### config.mk
export PLATFORM = sky130hd
export DESIGN_NAME = loop_phase_and_filter_config
export DESIGN_NICKNAME = d
export VERILOG_FILES = /design/src/core/loop_cfg_pkg.sv /design/src/core/loop_phase_and_filter_config.sv /design/src/core/slew_stepper.sv
export SDC_FILE = /design/constraint.sdc
export NUM_CORES = 1
export LEC_CHECK = 0
export ABC_CLOCK_PERIOD_IN_PS = 16090
export BUFFER_PORTS_ARGS = -buffer_cell sky130_fd_sc_hd__buf_2
export CORE_MARGIN = 2
export CORE_UTILIZATION = 65
export DETAILED_ROUTE_END_ITERATION = 12
export PLACE_DENSITY = 0.95
export REMOVE_ABC_BUFFERS = 1
export SLEW_MARGIN = 15
export SYNTH_ARGS = -nofsm -noshare
export SYNTH_HDL_FRONTEND = slang
export SYNTH_SLANG_ARGS = --single-unit
### constraint.sdc
create_clock -name clk_i -period 16.09 [get_ports clk_i]
set_input_delay 3.218 -clock clk_i [delete_from_list [all_inputs] [get_ports clk_i]]
set_output_delay 3.218 -clock clk_i [all_outputs]
set_load 0.01 [all_outputs]
### src/core/loop_cfg_pkg.sv
// Purpose: Shared constants and types for the loop phase and filter configuration bank
// Assumes: Classic Wishbone slave, 32-bit data, one register per aligned word
// Notes: Register offsets are indices; byte address is four times the index
package loop_cfg_pkg;

  // Register indices (byte address = index * 4)
  localparam logic [11:0] IDX_STEP_LOW = 12'h412;
  localparam logic [11:0] IDX_STEP_HIGH = 12'h413;
  localparam logic [11:0] IDX_SLEW_LOW = 12'h414;
  localparam logic [11:0] IDX_SLEW_HIGH = 12'h415;
  localparam logic [11:0] IDX_CP_CURRENT = 12'h420;
  localparam logic [11:0] IDX_FB_DIV = 12'h421;
  localparam logic [11:0] IDX_FILTER = 12'h422;
  localparam logic [11:0] IDX_BYPASS = 12'h423;
  // Status register holding live phase offset (own choice)
  localparam logic [11:0] IDX_PHASE_NOW = 12'h416;
  // Fixed offset target, 30 bits over four bytes (own choice of placement)
  localparam logic [11:0] IDX_TARGET0 = 12'h40E;
  localparam logic [11:0] IDX_TARGET3 = 12'h411;

  // Reset values
  localparam logic [7:0] RST_ZERO = 8'h00;
  localparam logic [7:0] RST_CP_CURRENT = 8'h81;
  localparam logic [7:0] RST_FB_DIV = 8'h14;
  localparam logic [7:0] RST_FILTER = 8'h07;
  localparam logic [7:0] BYPASS_MASK = 8'h01;
  localparam logic [7:0] TARGET3_MASK = 8'h3F;

  // Field positions
  localparam int POLE2_HI = 7;
  localparam int POLE2_LO = 6;
  localparam int RZERO_HI = 5;
  localparam int RZERO_LO = 3;
  localparam int CP1_HI = 2;
  localparam int CP1_LO = 0;

  // Slew pacing: one microsecond per unit
  localparam int CLK_MHZ = 250;
  localparam int US_NS = 1000;
  localparam int CLK_PERIOD_NS = 4;
  localparam int US_CYCLES = US_NS / CLK_PERIOD_NS;
  localparam int MIN_USEFUL_SLEW = 310;

  // Pole-two resistor selection
  typedef enum logic [1:0]
  {
    POLE2_500 = 2'h0,
    POLE2_333 = 2'h1,
    POLE2_250 = 2'h2,
    POLE2_200 = 2'h3
  } pole2_type;

  // Analog loop filter settings bundle
  typedef struct packed
  {
    pole2_type pole_two_resistor;
    logic [2:0] zero_resistor;
    logic [2:0] pole_one_capacitor;
    logic zero_bypass;
    logic [7:0] charge_pump;
    logic [7:0] feedback_divider;
  } analog_cfg_type;

endpackage

### src/core/loop_phase_and_filter_config.sv
// Purpose: Register bank for digital loop phase step, slew limit and analog loop filter
// Assumes: Classic Wishbone slave, ack one cycle after request, one clock
// Notes: Writes to the phase step high byte add the 16-bit step to the fixed offset target while locked
//   Only byte lane zero carries data, except the 32-bit status word read; other lanes are acked and dropped
//   Unmapped indices are acked, read as zero and ignore writes
//
// Our own choice: the Wishbone register port.
`timescale 1ns/1ps
`default_nettype none
module loop_phase_and_filter_config
  import loop_cfg_pkg::*;
(
  input wire logic clk_i,
  input wire logic rst_i,
  input wire logic cyc_i,
  input wire logic stb_i,
  input wire logic we_i,
  input wire logic [13:0] adr_i,
  input wire logic [3:0] sel_i,
  input wire logic [31:0] dat_i,
  output logic [31:0] dat_o,
  output logic ack_o,
  input wire logic loop_locked_i,
  output logic signed [31:0] phase_offset_o,
  output logic phase_slewing_o,
  output analog_cfg_type analog_cfg_o
);

  // Bank registers
  logic [7:0] phase_step_low;
  logic [7:0] phase_step_high;
  logic [7:0] slew_limit_low;
  logic [7:0] slew_limit_high;
  logic [7:0] charge_pump_current;
  logic [7:0] analog_feedback_divider;
  logic [7:0] loop_filter_select;
  logic [7:0] zero_resistor_bypass;
  logic [7:0] target_byte [4];
  logic signed [31:0] step_accum;
  logic [1:0] lock_sync;
  logic [7:0] us_count;
  logic us_tick;

  // Bus decode
  logic [11:0] idx;
  logic req;
  logic wr;
  logic wr_lane0;
  logic [7:0] wbyte;
  logic [7:0] rd_byte;
  logic rd_hit;
  logic [31:0] next_dat;
  logic [15:0] step_value;
  logic [15:0] slew_value;
  logic signed [31:0] fixed_target;
  logic signed [31:0] full_target;

  // Write strobe for a given register index
  // Shared by the bus writes and the checks so both decode alike
  function automatic logic hit(input logic [11:0] a, input logic [11:0] b);
    hit = (a == b);
  endfunction

  // Word index; the two low address bits are ignored, sel_i picks the byte lanes
  assign idx = adr_i[13:2];
  // A held request is taken once: the pending ack masks it in the answer cycle,
  // so a master that keeps stb up until it sees ack never writes twice
  assign req = cyc_i && stb_i && !ack_o;
  assign wr = req && we_i;
  assign wr_lane0 = wr && sel_i[0];
  assign wbyte = dat_i[7:0];
  assign step_value = {phase_step_high, phase_step_low};
  assign slew_value = {slew_limit_high, slew_limit_low};
  // Fixed target is 30 bits wide; bit 29 is its sign
  assign fixed_target = {{2{target_byte[3][5]}}, target_byte[3][5:0],
                         target_byte[2], target_byte[1], target_byte[0]};
  // Applied steps pile up on top of the fixed target
  assign full_target = fixed_target + step_accum;

  // Ack one cycle after a request, dropped the cycle after
  // The write itself lands at the request edge, the same edge that raises ack
  always_ff @(posedge clk_i)
  begin
    if (rst_i)
      ack_o <= 1'b0;
    else
      ack_o <= req;
  end

  // Lock indication arrives from the loop, two flip-flop synchroniser
  // Only the second stage is read, so a metastable first stage never leaks
  always_ff @(posedge clk_i)
  begin
    if (rst_i)
      lock_sync <= 2'b00;
    else
      lock_sync <= {lock_sync[0], loop_locked_i};
  end

  // One microsecond pacing enable
  // Slew limits count per microsecond, so this strobe is the stepper's tick
  always_ff @(posedge clk_i)
  begin
    if (rst_i)
    begin
      us_count <= '0;
      us_tick <= 1'b0;
    end
    else if (us_count == 8'(US_CYCLES - 1))
    begin
      us_count <= '0;
      us_tick <= 1'b1;
    end
    else
    begin
      us_count <= us_count + 8'h01;
      us_tick <= 1'b0;
    end
  end

  // Phase step and slew limit registers
  // Each half of a 16-bit value is its own byte; the pair is not atomic
  always_ff @(posedge clk_i)
  begin
    if (rst_i)
    begin
      phase_step_low <= RST_ZERO;
      phase_step_high <= RST_ZERO;
      slew_limit_low <= RST_ZERO;
      slew_limit_high <= RST_ZERO;
    end
    else if (wr_lane0)
    begin
      if (hit(idx, IDX_STEP_LOW))
        phase_step_low <= wbyte;
      if (hit(idx, IDX_STEP_HIGH))
        phase_step_high <= wbyte;
      if (hit(idx, IDX_SLEW_LOW))
        slew_limit_low <= wbyte;
      if (hit(idx, IDX_SLEW_HIGH))
        slew_limit_high <= wbyte;
    end
  end

  // Step accumulator: each write of the high byte applies one step while locked
  // The low byte must be written first; it is only a holding place
  // Writes while unlocked store the value but move nothing
  always_ff @(posedge clk_i)
  begin
    if (rst_i)
      step_accum <= '0;
    else if (wr_lane0 && hit(idx, IDX_STEP_HIGH) && lock_sync[1])
      step_accum <= step_accum + 32'({wbyte, phase_step_low});
  end

  // Fixed offset target bytes
  // The top byte keeps six bits; its two reserved bits always read zero
  always_ff @(posedge clk_i)
  begin
    if (rst_i)
    begin
      for (int i = 0; i < 4; i++)
        target_byte[i] <= RST_ZERO;
    end
    else if (wr_lane0 && idx >= IDX_TARGET0 && idx <= IDX_TARGET3)
    begin
      if (hit(idx, IDX_TARGET3))
        target_byte[3] <= wbyte & TARGET3_MASK;
      else
        target_byte[2'(idx - IDX_TARGET0)] <= wbyte;
    end
  end

  // Analog loop registers
  // Only bit zero of the bypass register can be set
  always_ff @(posedge clk_i)
  begin
    if (rst_i)
    begin
      charge_pump_current <= RST_CP_CURRENT;
      analog_feedback_divider <= RST_FB_DIV;
      loop_filter_select <= RST_FILTER;
      zero_resistor_bypass <= RST_ZERO;
    end
    else if (wr_lane0)
    begin
      if (hit(idx, IDX_CP_CURRENT))
        charge_pump_current <= wbyte;
      if (hit(idx, IDX_FB_DIV))
        analog_feedback_divider <= wbyte;
      if (hit(idx, IDX_FILTER))
        loop_filter_select <= wbyte;
      if (hit(idx, IDX_BYPASS))
        zero_resistor_bypass <= wbyte & BYPASS_MASK;
    end
  end

  // Read multiplexer
  // Mapped indices return their byte in the low lane
  // The status index is widened below to carry the live phase
  always_comb
  begin
    rd_hit = 1'b1;
    unique case (idx)
      IDX_STEP_LOW: rd_byte = phase_step_low;
      IDX_STEP_HIGH: rd_byte = phase_step_high;
      IDX_SLEW_LOW: rd_byte = slew_limit_low;
      IDX_SLEW_HIGH: rd_byte = slew_limit_high;
      IDX_CP_CURRENT: rd_byte = charge_pump_current;
      IDX_FB_DIV: rd_byte = analog_feedback_divider;
      IDX_FILTER: rd_byte = loop_filter_select;
      IDX_BYPASS: rd_byte = zero_resistor_bypass;
      IDX_TARGET0: rd_byte = target_byte[0];
      IDX_TARGET0 + 12'h001: rd_byte = target_byte[1];
      IDX_TARGET0 + 12'h002: rd_byte = target_byte[2];
      IDX_TARGET3: rd_byte = target_byte[3];
      IDX_PHASE_NOW: rd_byte = {7'h00, phase_slewing_o};
      default:
      begin
        rd_byte = RST_ZERO;
        rd_hit = 1'b0;
      end
    endcase
  end

  // Unmapped reads return zero; live phase bits 30:0 are returned at the status index
  // Status word: live phase above, slewing flag in bit 0
  assign next_dat = (idx == IDX_PHASE_NOW) ? {phase_offset_o[30:0], phase_slewing_o} :
                    rd_hit ? {24'h000000, rd_byte} : 32'h00000000;

  // Read data register
  // Loaded only on reads so a write never disturbs what was last read
  always_ff @(posedge clk_i)
  begin
    if (rst_i)
      dat_o <= 32'h00000000;
    else if (req && !we_i)
      dat_o <= next_dat;
  end

  // Rate-capped application of the combined offset
  // A zero limit passes the target straight through
  slew_stepper #(
    .WIDTH(32)
  ) slew_stepper_inst (
    .clk_i(clk_i),
    .rst_i(rst_i),
    .tick_i(us_tick),
    .limit_i(slew_value),
    .target_i(full_target),
    .phase_o(phase_offset_o),
    .slewing_o(phase_slewing_o)
  );

  // Analog loop settings out
  // Codes go out unchanged; turning them into ohms and farads is the loop's job
  assign analog_cfg_o.pole_two_resistor = pole2_type'(loop_filter_select[POLE2_HI:POLE2_LO]);
  assign analog_cfg_o.zero_resistor = loop_filter_select[RZERO_HI:RZERO_LO];
  assign analog_cfg_o.pole_one_capacitor = loop_filter_select[CP1_HI:CP1_LO];
  assign analog_cfg_o.zero_bypass = zero_resistor_bypass[0];
  assign analog_cfg_o.charge_pump = charge_pump_current;
  assign analog_cfg_o.feedback_divider = analog_feedback_divider;

  // Checks on the bank's own behaviour, all on the register clock

  // Reset leaves the phase step and its sum at zero
  a_step_reset_zero: assert property (@(posedge clk_i)
    $fell(rst_i) |-> step_value == 16'h0000 && step_accum == '0)
    else $error("phase step not zero after reset");

  // No step may land while the synchronised lock is low
  a_step_locked_only: assert property (@(posedge clk_i) disable iff (rst_i)
    !lock_sync[1] |=> $stable(step_accum))
    else $error("phase step applied while unlocked");

  // A locked high-byte write adds the whole 16-bit step once
  a_step_added: assert property (@(posedge clk_i) disable iff (rst_i)
    wr_lane0 && hit(idx, IDX_STEP_HIGH) && lock_sync[1] |=>
      step_accum == $past(step_accum) + 32'({$past(wbyte), phase_step_low}))
    else $error("phase step not added once");

  // Reset leaves the slew cap off
  a_slew_reset_zero: assert property (@(posedge clk_i)
    $fell(rst_i) |-> slew_value == 16'h0000)
    else $error("slew limit not zero after reset");

  // Pole-two code follows bits 7:6 of the written byte
  a_pole2_select: assert property (@(posedge clk_i) disable iff (rst_i)
    wr_lane0 && hit(idx, IDX_FILTER) |=>
      analog_cfg_o.pole_two_resistor == pole2_type'($past(dat_i[7:6])))
    else $error("pole two resistor code not applied");

  // Bypass follows bit 0 and the reserved bits stay clear
  a_bypass_bit: assert property (@(posedge clk_i) disable iff (rst_i)
    wr_lane0 && hit(idx, IDX_BYPASS) |=>
      analog_cfg_o.zero_bypass == $past(dat_i[0]) && zero_resistor_bypass[7:1] == 7'h00)
    else $error("zero resistor bypass not applied");

  // A write with lane zero off changes no register
  a_lane_ignored: assert property (@(posedge clk_i) disable iff (rst_i)
    wr && !sel_i[0] |=> $stable(step_value) && $stable(slew_value) &&
      $stable(loop_filter_select) && $stable(zero_resistor_bypass))
    else $error("write without lane zero changed a register");

  // Ack answers every taken request exactly one cycle later
  a_ack_next: assert property (@(posedge clk_i) disable iff (rst_i)
    req |=> ack_o)
    else $error("request not acked next cycle");

  // Ack is a single-cycle pulse
  a_ack_once: assert property (@(posedge clk_i) disable iff (rst_i)
    ack_o |=> !ack_o)
    else $error("ack held beyond one cycle");

  // Unmapped reads return zero
  a_unmapped_zero: assert property (@(posedge clk_i) disable iff (rst_i)
    req && !we_i && !rd_hit |=> dat_o == 32'h00000000)
    else $error("unmapped read not zero");

  // Read data holds between reads
  a_read_hold: assert property (@(posedge clk_i) disable iff (rst_i)
    !(req && !we_i) |=> $stable(dat_o))
    else $error("read data changed without a read");

  // Uncapped: once the target stood still a cycle, the phase sits on it
  a_slew_reaches: assert property (@(posedge clk_i) disable iff (rst_i)
    slew_value == 16'h0000 ##1 (slew_value == 16'h0000 && $stable(full_target)) |->
      !phase_slewing_o)
    else $error("uncapped offset not reached");

  // Filter comes up with the 500 ohm pole-two resistor
  a_filter_reset: assert property (@(posedge clk_i)
    $fell(rst_i) |-> analog_cfg_o.pole_two_resistor == POLE2_500)
    else $error("pole two resistor not 500 after reset");

  // Analog settings come up at their reset codes
  a_analog_reset: assert property (@(posedge clk_i)
    $fell(rst_i) |-> analog_cfg_o.charge_pump == RST_CP_CURRENT &&
      analog_cfg_o.feedback_divider == RST_FB_DIV && !analog_cfg_o.zero_bypass)
    else $error("analog settings not at reset codes");

  // Main scenarios worth seeing at least once
  c_step_write: cover property (@(posedge clk_i) wr_lane0 && hit(idx, IDX_STEP_HIGH) && lock_sync[1]);
  c_slewing: cover property (@(posedge clk_i) phase_slewing_o && slew_value >= 16'(MIN_USEFUL_SLEW));
  c_bypass_set: cover property (@(posedge clk_i) analog_cfg_o.zero_bypass);
  c_read: cover property (@(posedge clk_i) ack_o && !we_i);
  c_status_read: cover property (@(posedge clk_i) req && !we_i && idx == IDX_PHASE_NOW);

endmodule
`default_nettype wire

### src/core/slew_stepper.sv
// Purpose: Moves the applied phase toward a target at a capped rate
// Assumes: tick_i pulses once per second-fraction base; limit of zero means no cap
// Notes: Rate is limit picoseconds per microsecond tick (us/s equals ps/us)
`timescale 1ns/1ps
`default_nettype none
module slew_stepper
  import loop_cfg_pkg::*;
#(
  parameter int WIDTH = 32
)
(
  input wire logic clk_i,
  input wire logic rst_i,
  input wire logic tick_i,
  input wire logic [15:0] limit_i,
  input wire logic signed [WIDTH-1:0] target_i,
  output logic signed [WIDTH-1:0] phase_o,
  output logic slewing_o
);

  // Distance still to go and the step allowed this tick
  logic signed [WIDTH-1:0] diff;
  logic signed [WIDTH-1:0] lim;
  logic signed [WIDTH-1:0] next_phase;
  logic big_up;
  logic big_dn;

  assign diff = target_i - phase_o;
  assign lim = WIDTH'(limit_i);
  assign big_up = diff > lim;
  assign big_dn = diff < -lim;
  // Zero limit jumps straight to target, otherwise one capped step per tick
  assign next_phase = (limit_i == 16'h0000) ? target_i :
                      !tick_i ? phase_o :
                      big_up ? phase_o + lim :
                      big_dn ? phase_o - lim : target_i;
  assign slewing_o = diff != '0;

  // Applied phase register
  always_ff @(posedge clk_i)
  begin
    if (rst_i)
      phase_o <= '0;
    else
      phase_o <= next_phase;
  end

  // Signed step sizes against the limit in force at the edge that took the step
  a_step_capped: assert property (@(posedge clk_i) disable iff (rst_i)
    (limit_i != 16'h0000 && $stable(limit_i)) |=>
      (phase_o - $past(phase_o) <= $past(lim)) &&
      ($past(phase_o) - phase_o <= $past(lim)))
    else $error("phase step exceeds slew limit");

  a_zero_uncapped: assert property (@(posedge clk_i) disable iff (rst_i)
    (limit_i == 16'h0000) |=> phase_o == $past(target_i))
    else $error("zero limit did not apply target at once");

endmodule
`default_nettype wire

==> reports/results.ini <==
[clocking]
cts-root-buf=clkbuf_16
cts_num_sinks=197
cts-hold-fix-buffers=0
htreeDepth=4
cts_tree=yes
cts.clk_slew.worst_paths_ns=0.10
post_cts_buffers=0
worst_skew_pair.late_latency_ns=0.46
ctsResizeCount=0
clk_path_buf_depth=2
numCtsBuffers=17

[setup_path]
path_delay_family=compound AO/OA/AOI/OAI gates
critPathSlowestCell=xnor3_1
crit_arrival_ns=7.04
reg2regPathDepth=28
critPathBufInv=2
cpPeakStageDelay_ns=0.65
crit_top_cell=a21oi_1
path_class=reg2out
start_kind=flip-flop
cp_num_cells=23
reg2reg_from=target_byte[0][0]$_SDFFCE_PN0P_
required_ns=12.87
crit_chain=ha_1 > fa_1 > a21o_1 > a21oi_1 > nor2b_1 > o41ai_1 > buf_4 > a311o_1 > or2_2 > a21oi_1 > or4_1 > a31oi_1 > xnor2_1 > ha_1 > a21oi_1 > o21ai_0 > a21o_1 > a21oi_1 > o21ai_0 > xnor3_1 > nor4_1 > nand3_1 > buf_2
path_max_fanout=14
startpoint=target_byte[0][0]$_SDFFCE_PN0P_
critPathCaptureType=output pin

[grt]
grt_max_degree=63
grt_pass1_vias=17000
top_usage_layer=met2
gr-usage-all-layers_pct=41.4
grt-ovfl-total=0
grtUsageMet2_pct=64.9
grt_pass1_wl_mm=88.6
use_met1_pct=53.1
antenna_found_initial=0
grt_use_met3_pct=9.32

[synthesis]
yosys.cell_count.top_type=nand2_1
yosys-top-cells-count=nand2_1, a21oi_1, dfxtp_1
synth.cell_area_um2=16700
yosysSeqAreaShare_pct=25.5
synthTopCellsByArea=dfxtp_1, ha_1, a21oi_1
avgSynthCellArea_um2=7.64
yosysWarningCount=0
syn_inst=2188
post-synth-top-area-fraction_pct=19.8
synth_seq_cells=197
synth_edf_count=32
synthArstFlopShare_pct=0
synth_area_leader_cell=dfxtp_1
synth.distinct_cells=96
synthFlopType=dfxtp_1

[placement]
portBuffers=117
place_congestion=1.05
post-place-ws_ns=6.59
dp_hpwl_mm=41.0

[sta]
skew_ns=0.0211
rsz0062_at_grt=false
worst_slew_pin_slew_ns=1.30
slew_headroom_pct=13.6
hold_violations=0
period_minus_slack_ns=10.26
max_freq_mhz=97.5
layout_setup_ws_ns=5.83
drv_slew=0
setup_tns_ns=0
finalSetupViolations=0
fin_crit_sh_pct=63.8

[detailed_routing]
vias=18300
routed_wl_mm=57.0
ant_nets=0
drtIter0Drc=2629
wire_per_inst_um=22.1
routed_via_density=7.08
drc=0
drtPass1Iterations=7

[floorplanning]
boundaryPins=147
start_util_pct=66.2
std_cell_rows=58
die_area_um2=27000
die_w_um=164
die_h_um=164
core-area_um2=25300

[min_path]
min_path_cells=2
hp-class=reg2reg
min_from=dat_o[22]$_SDFFE_PP0P_

[power_and_ir_drop]
ir_drop_mv=0.0743
power_density_nw_per_um2=71.6
p_leak_nw=7.37

[flow_run]
cap_violations=0

[layout]
final_layout_size_suffix_gt1_share_pct=9.57
n_antenna_cell=0
nets=2454
syn_to_final_growth_pct=8.10

[run_status]
outcome=finished, final reports clean

[area by class of cell]
class	instances	area, µm²
inverter	107	402
timing repair buffer	136	731
fill	1941	7180
clock buffer	17	425
sequential	197	4260
tap	330	413
clock inverter	15	231
multi-input combinational	1775	11600
[where the power goes]
group	internal [mW]	switching [mW]
clock network	0.221	0.252
logic	0.104	0.194
registers	0.508	0.0147
total	0.833	0.461
[flip-flops by register name, summed over array words and instances, names as in the netlist, 32 cells and up]
| register | count |
|---|---|
| dat_o | 32 |
| slew_stepper_inst.phase_o | 32 |
| step_accum | 32 |
| target_byte | 32 |
[cells by family after synthesis]
logic type	after synthesis	synth area share [%]
and+or+nand+nor	837	25.0
xor gates and xnor gates	104	5.53
buffers and inverters	216	5.18
DFF	197	25.5
muxes	14	0.853
adders and majority gates	164	12.5
AOI/OAI and AO/OA	656	25.5
[worst reg2reg max path, delay by kind of cell, from the launching register on]
| family | cells | cell delay (ns) |
|---|---|---|
| xor+xnor | 2 | 0.91 |
| flops | 1 | 0.47 |
| fa+ha+maj | 4 | 1.61 |
| compound gates | 15 | 4.08 |
| buf+inv | 1 | 0.20 |
| simple gates | 6 | 1.49 |
[per-stage QoR]
| stage | instance area, µm² | std cells | power (mW) | hold WS, ns | utilization (%) |
|---|---|---|---|---|---|
| after detailed placement | 17400 | 2545 | 0.816 | 0.428 | 69.0 |
| after CTS | 18100 | 2577 | 1.27 | 0.459 | 71.6 |
| after floorplan | 16300 | 2079 | 0.722 | 0.414 | - |
| after global routing | 18100 | 2577 | 1.33 | 0.468 | 71.6 |
| final | 18100 | 2577 | 1.29 | 0.457 | 71.6 |
| after global placement | 17400 | 2545 | 0.805 | 0.431 | 69.0 |
[layer usage]
layer / vias up / share of wire [%]
met4: 0 / 6.3
met1: 8410 / 37
met2: 1397 / 43
met5: - / 0
li1: 8120 / -
met3: 328 / 13
[cells in the final DEF (no fill, tap or decap), types with 16 or more instances in the layout]
cell type | synthesis | final
ha_1 | 159 | 159
buf_4 | 2 | 20
a21o_1 | 44 | 44
or3_1 | 30 | 30
nand3_1 | 104 | 104
nand2_1 | 236 | 236
clkbuf_16 | 0 | 17
a22oi_1 | 39 | 39
nand4_1 | 26 | 26
or2_2 | 16 | 16
a31oi_1 | 29 | 29
o211ai_1 | 24 | 24
xor2_1 | 29 | 29
and3_1 | 39 | 39
o21ai_1 | 25 | 27
and2_1 | 43 | 43
inv_1 | 106 | 106
edfxtp_1 | 32 | 32
nor2_1 | 148 | 146
a21oi_1 | 220 | 220
dfxtp_1 | 165 | 165
nor4_1 | 19 | 19
a211oi_1 | 16 | 16
xnor2_1 | 74 | 74
o21a_1 | 18 | 18
nor2b_1 | 21 | 21
nor3_1 | 81 | 80
buf_2 | 13 | 116
o21ai_0 | 99 | 96
[final timing paths]
kind,endpoint,slack (ns)
setup reg to reg,slew_stepper_inst.phase_o[19]$_SDFFE_PP0P_,7.22
setup / recovery,phase_slewing_o,5.83
hold / removal,dat_o[22]$_SDFFE_PP0P_,0.46
hold reg to reg,dat_o[22]$_SDFFE_PP0P_,0.46
Power figures use the tool's default switching activity.
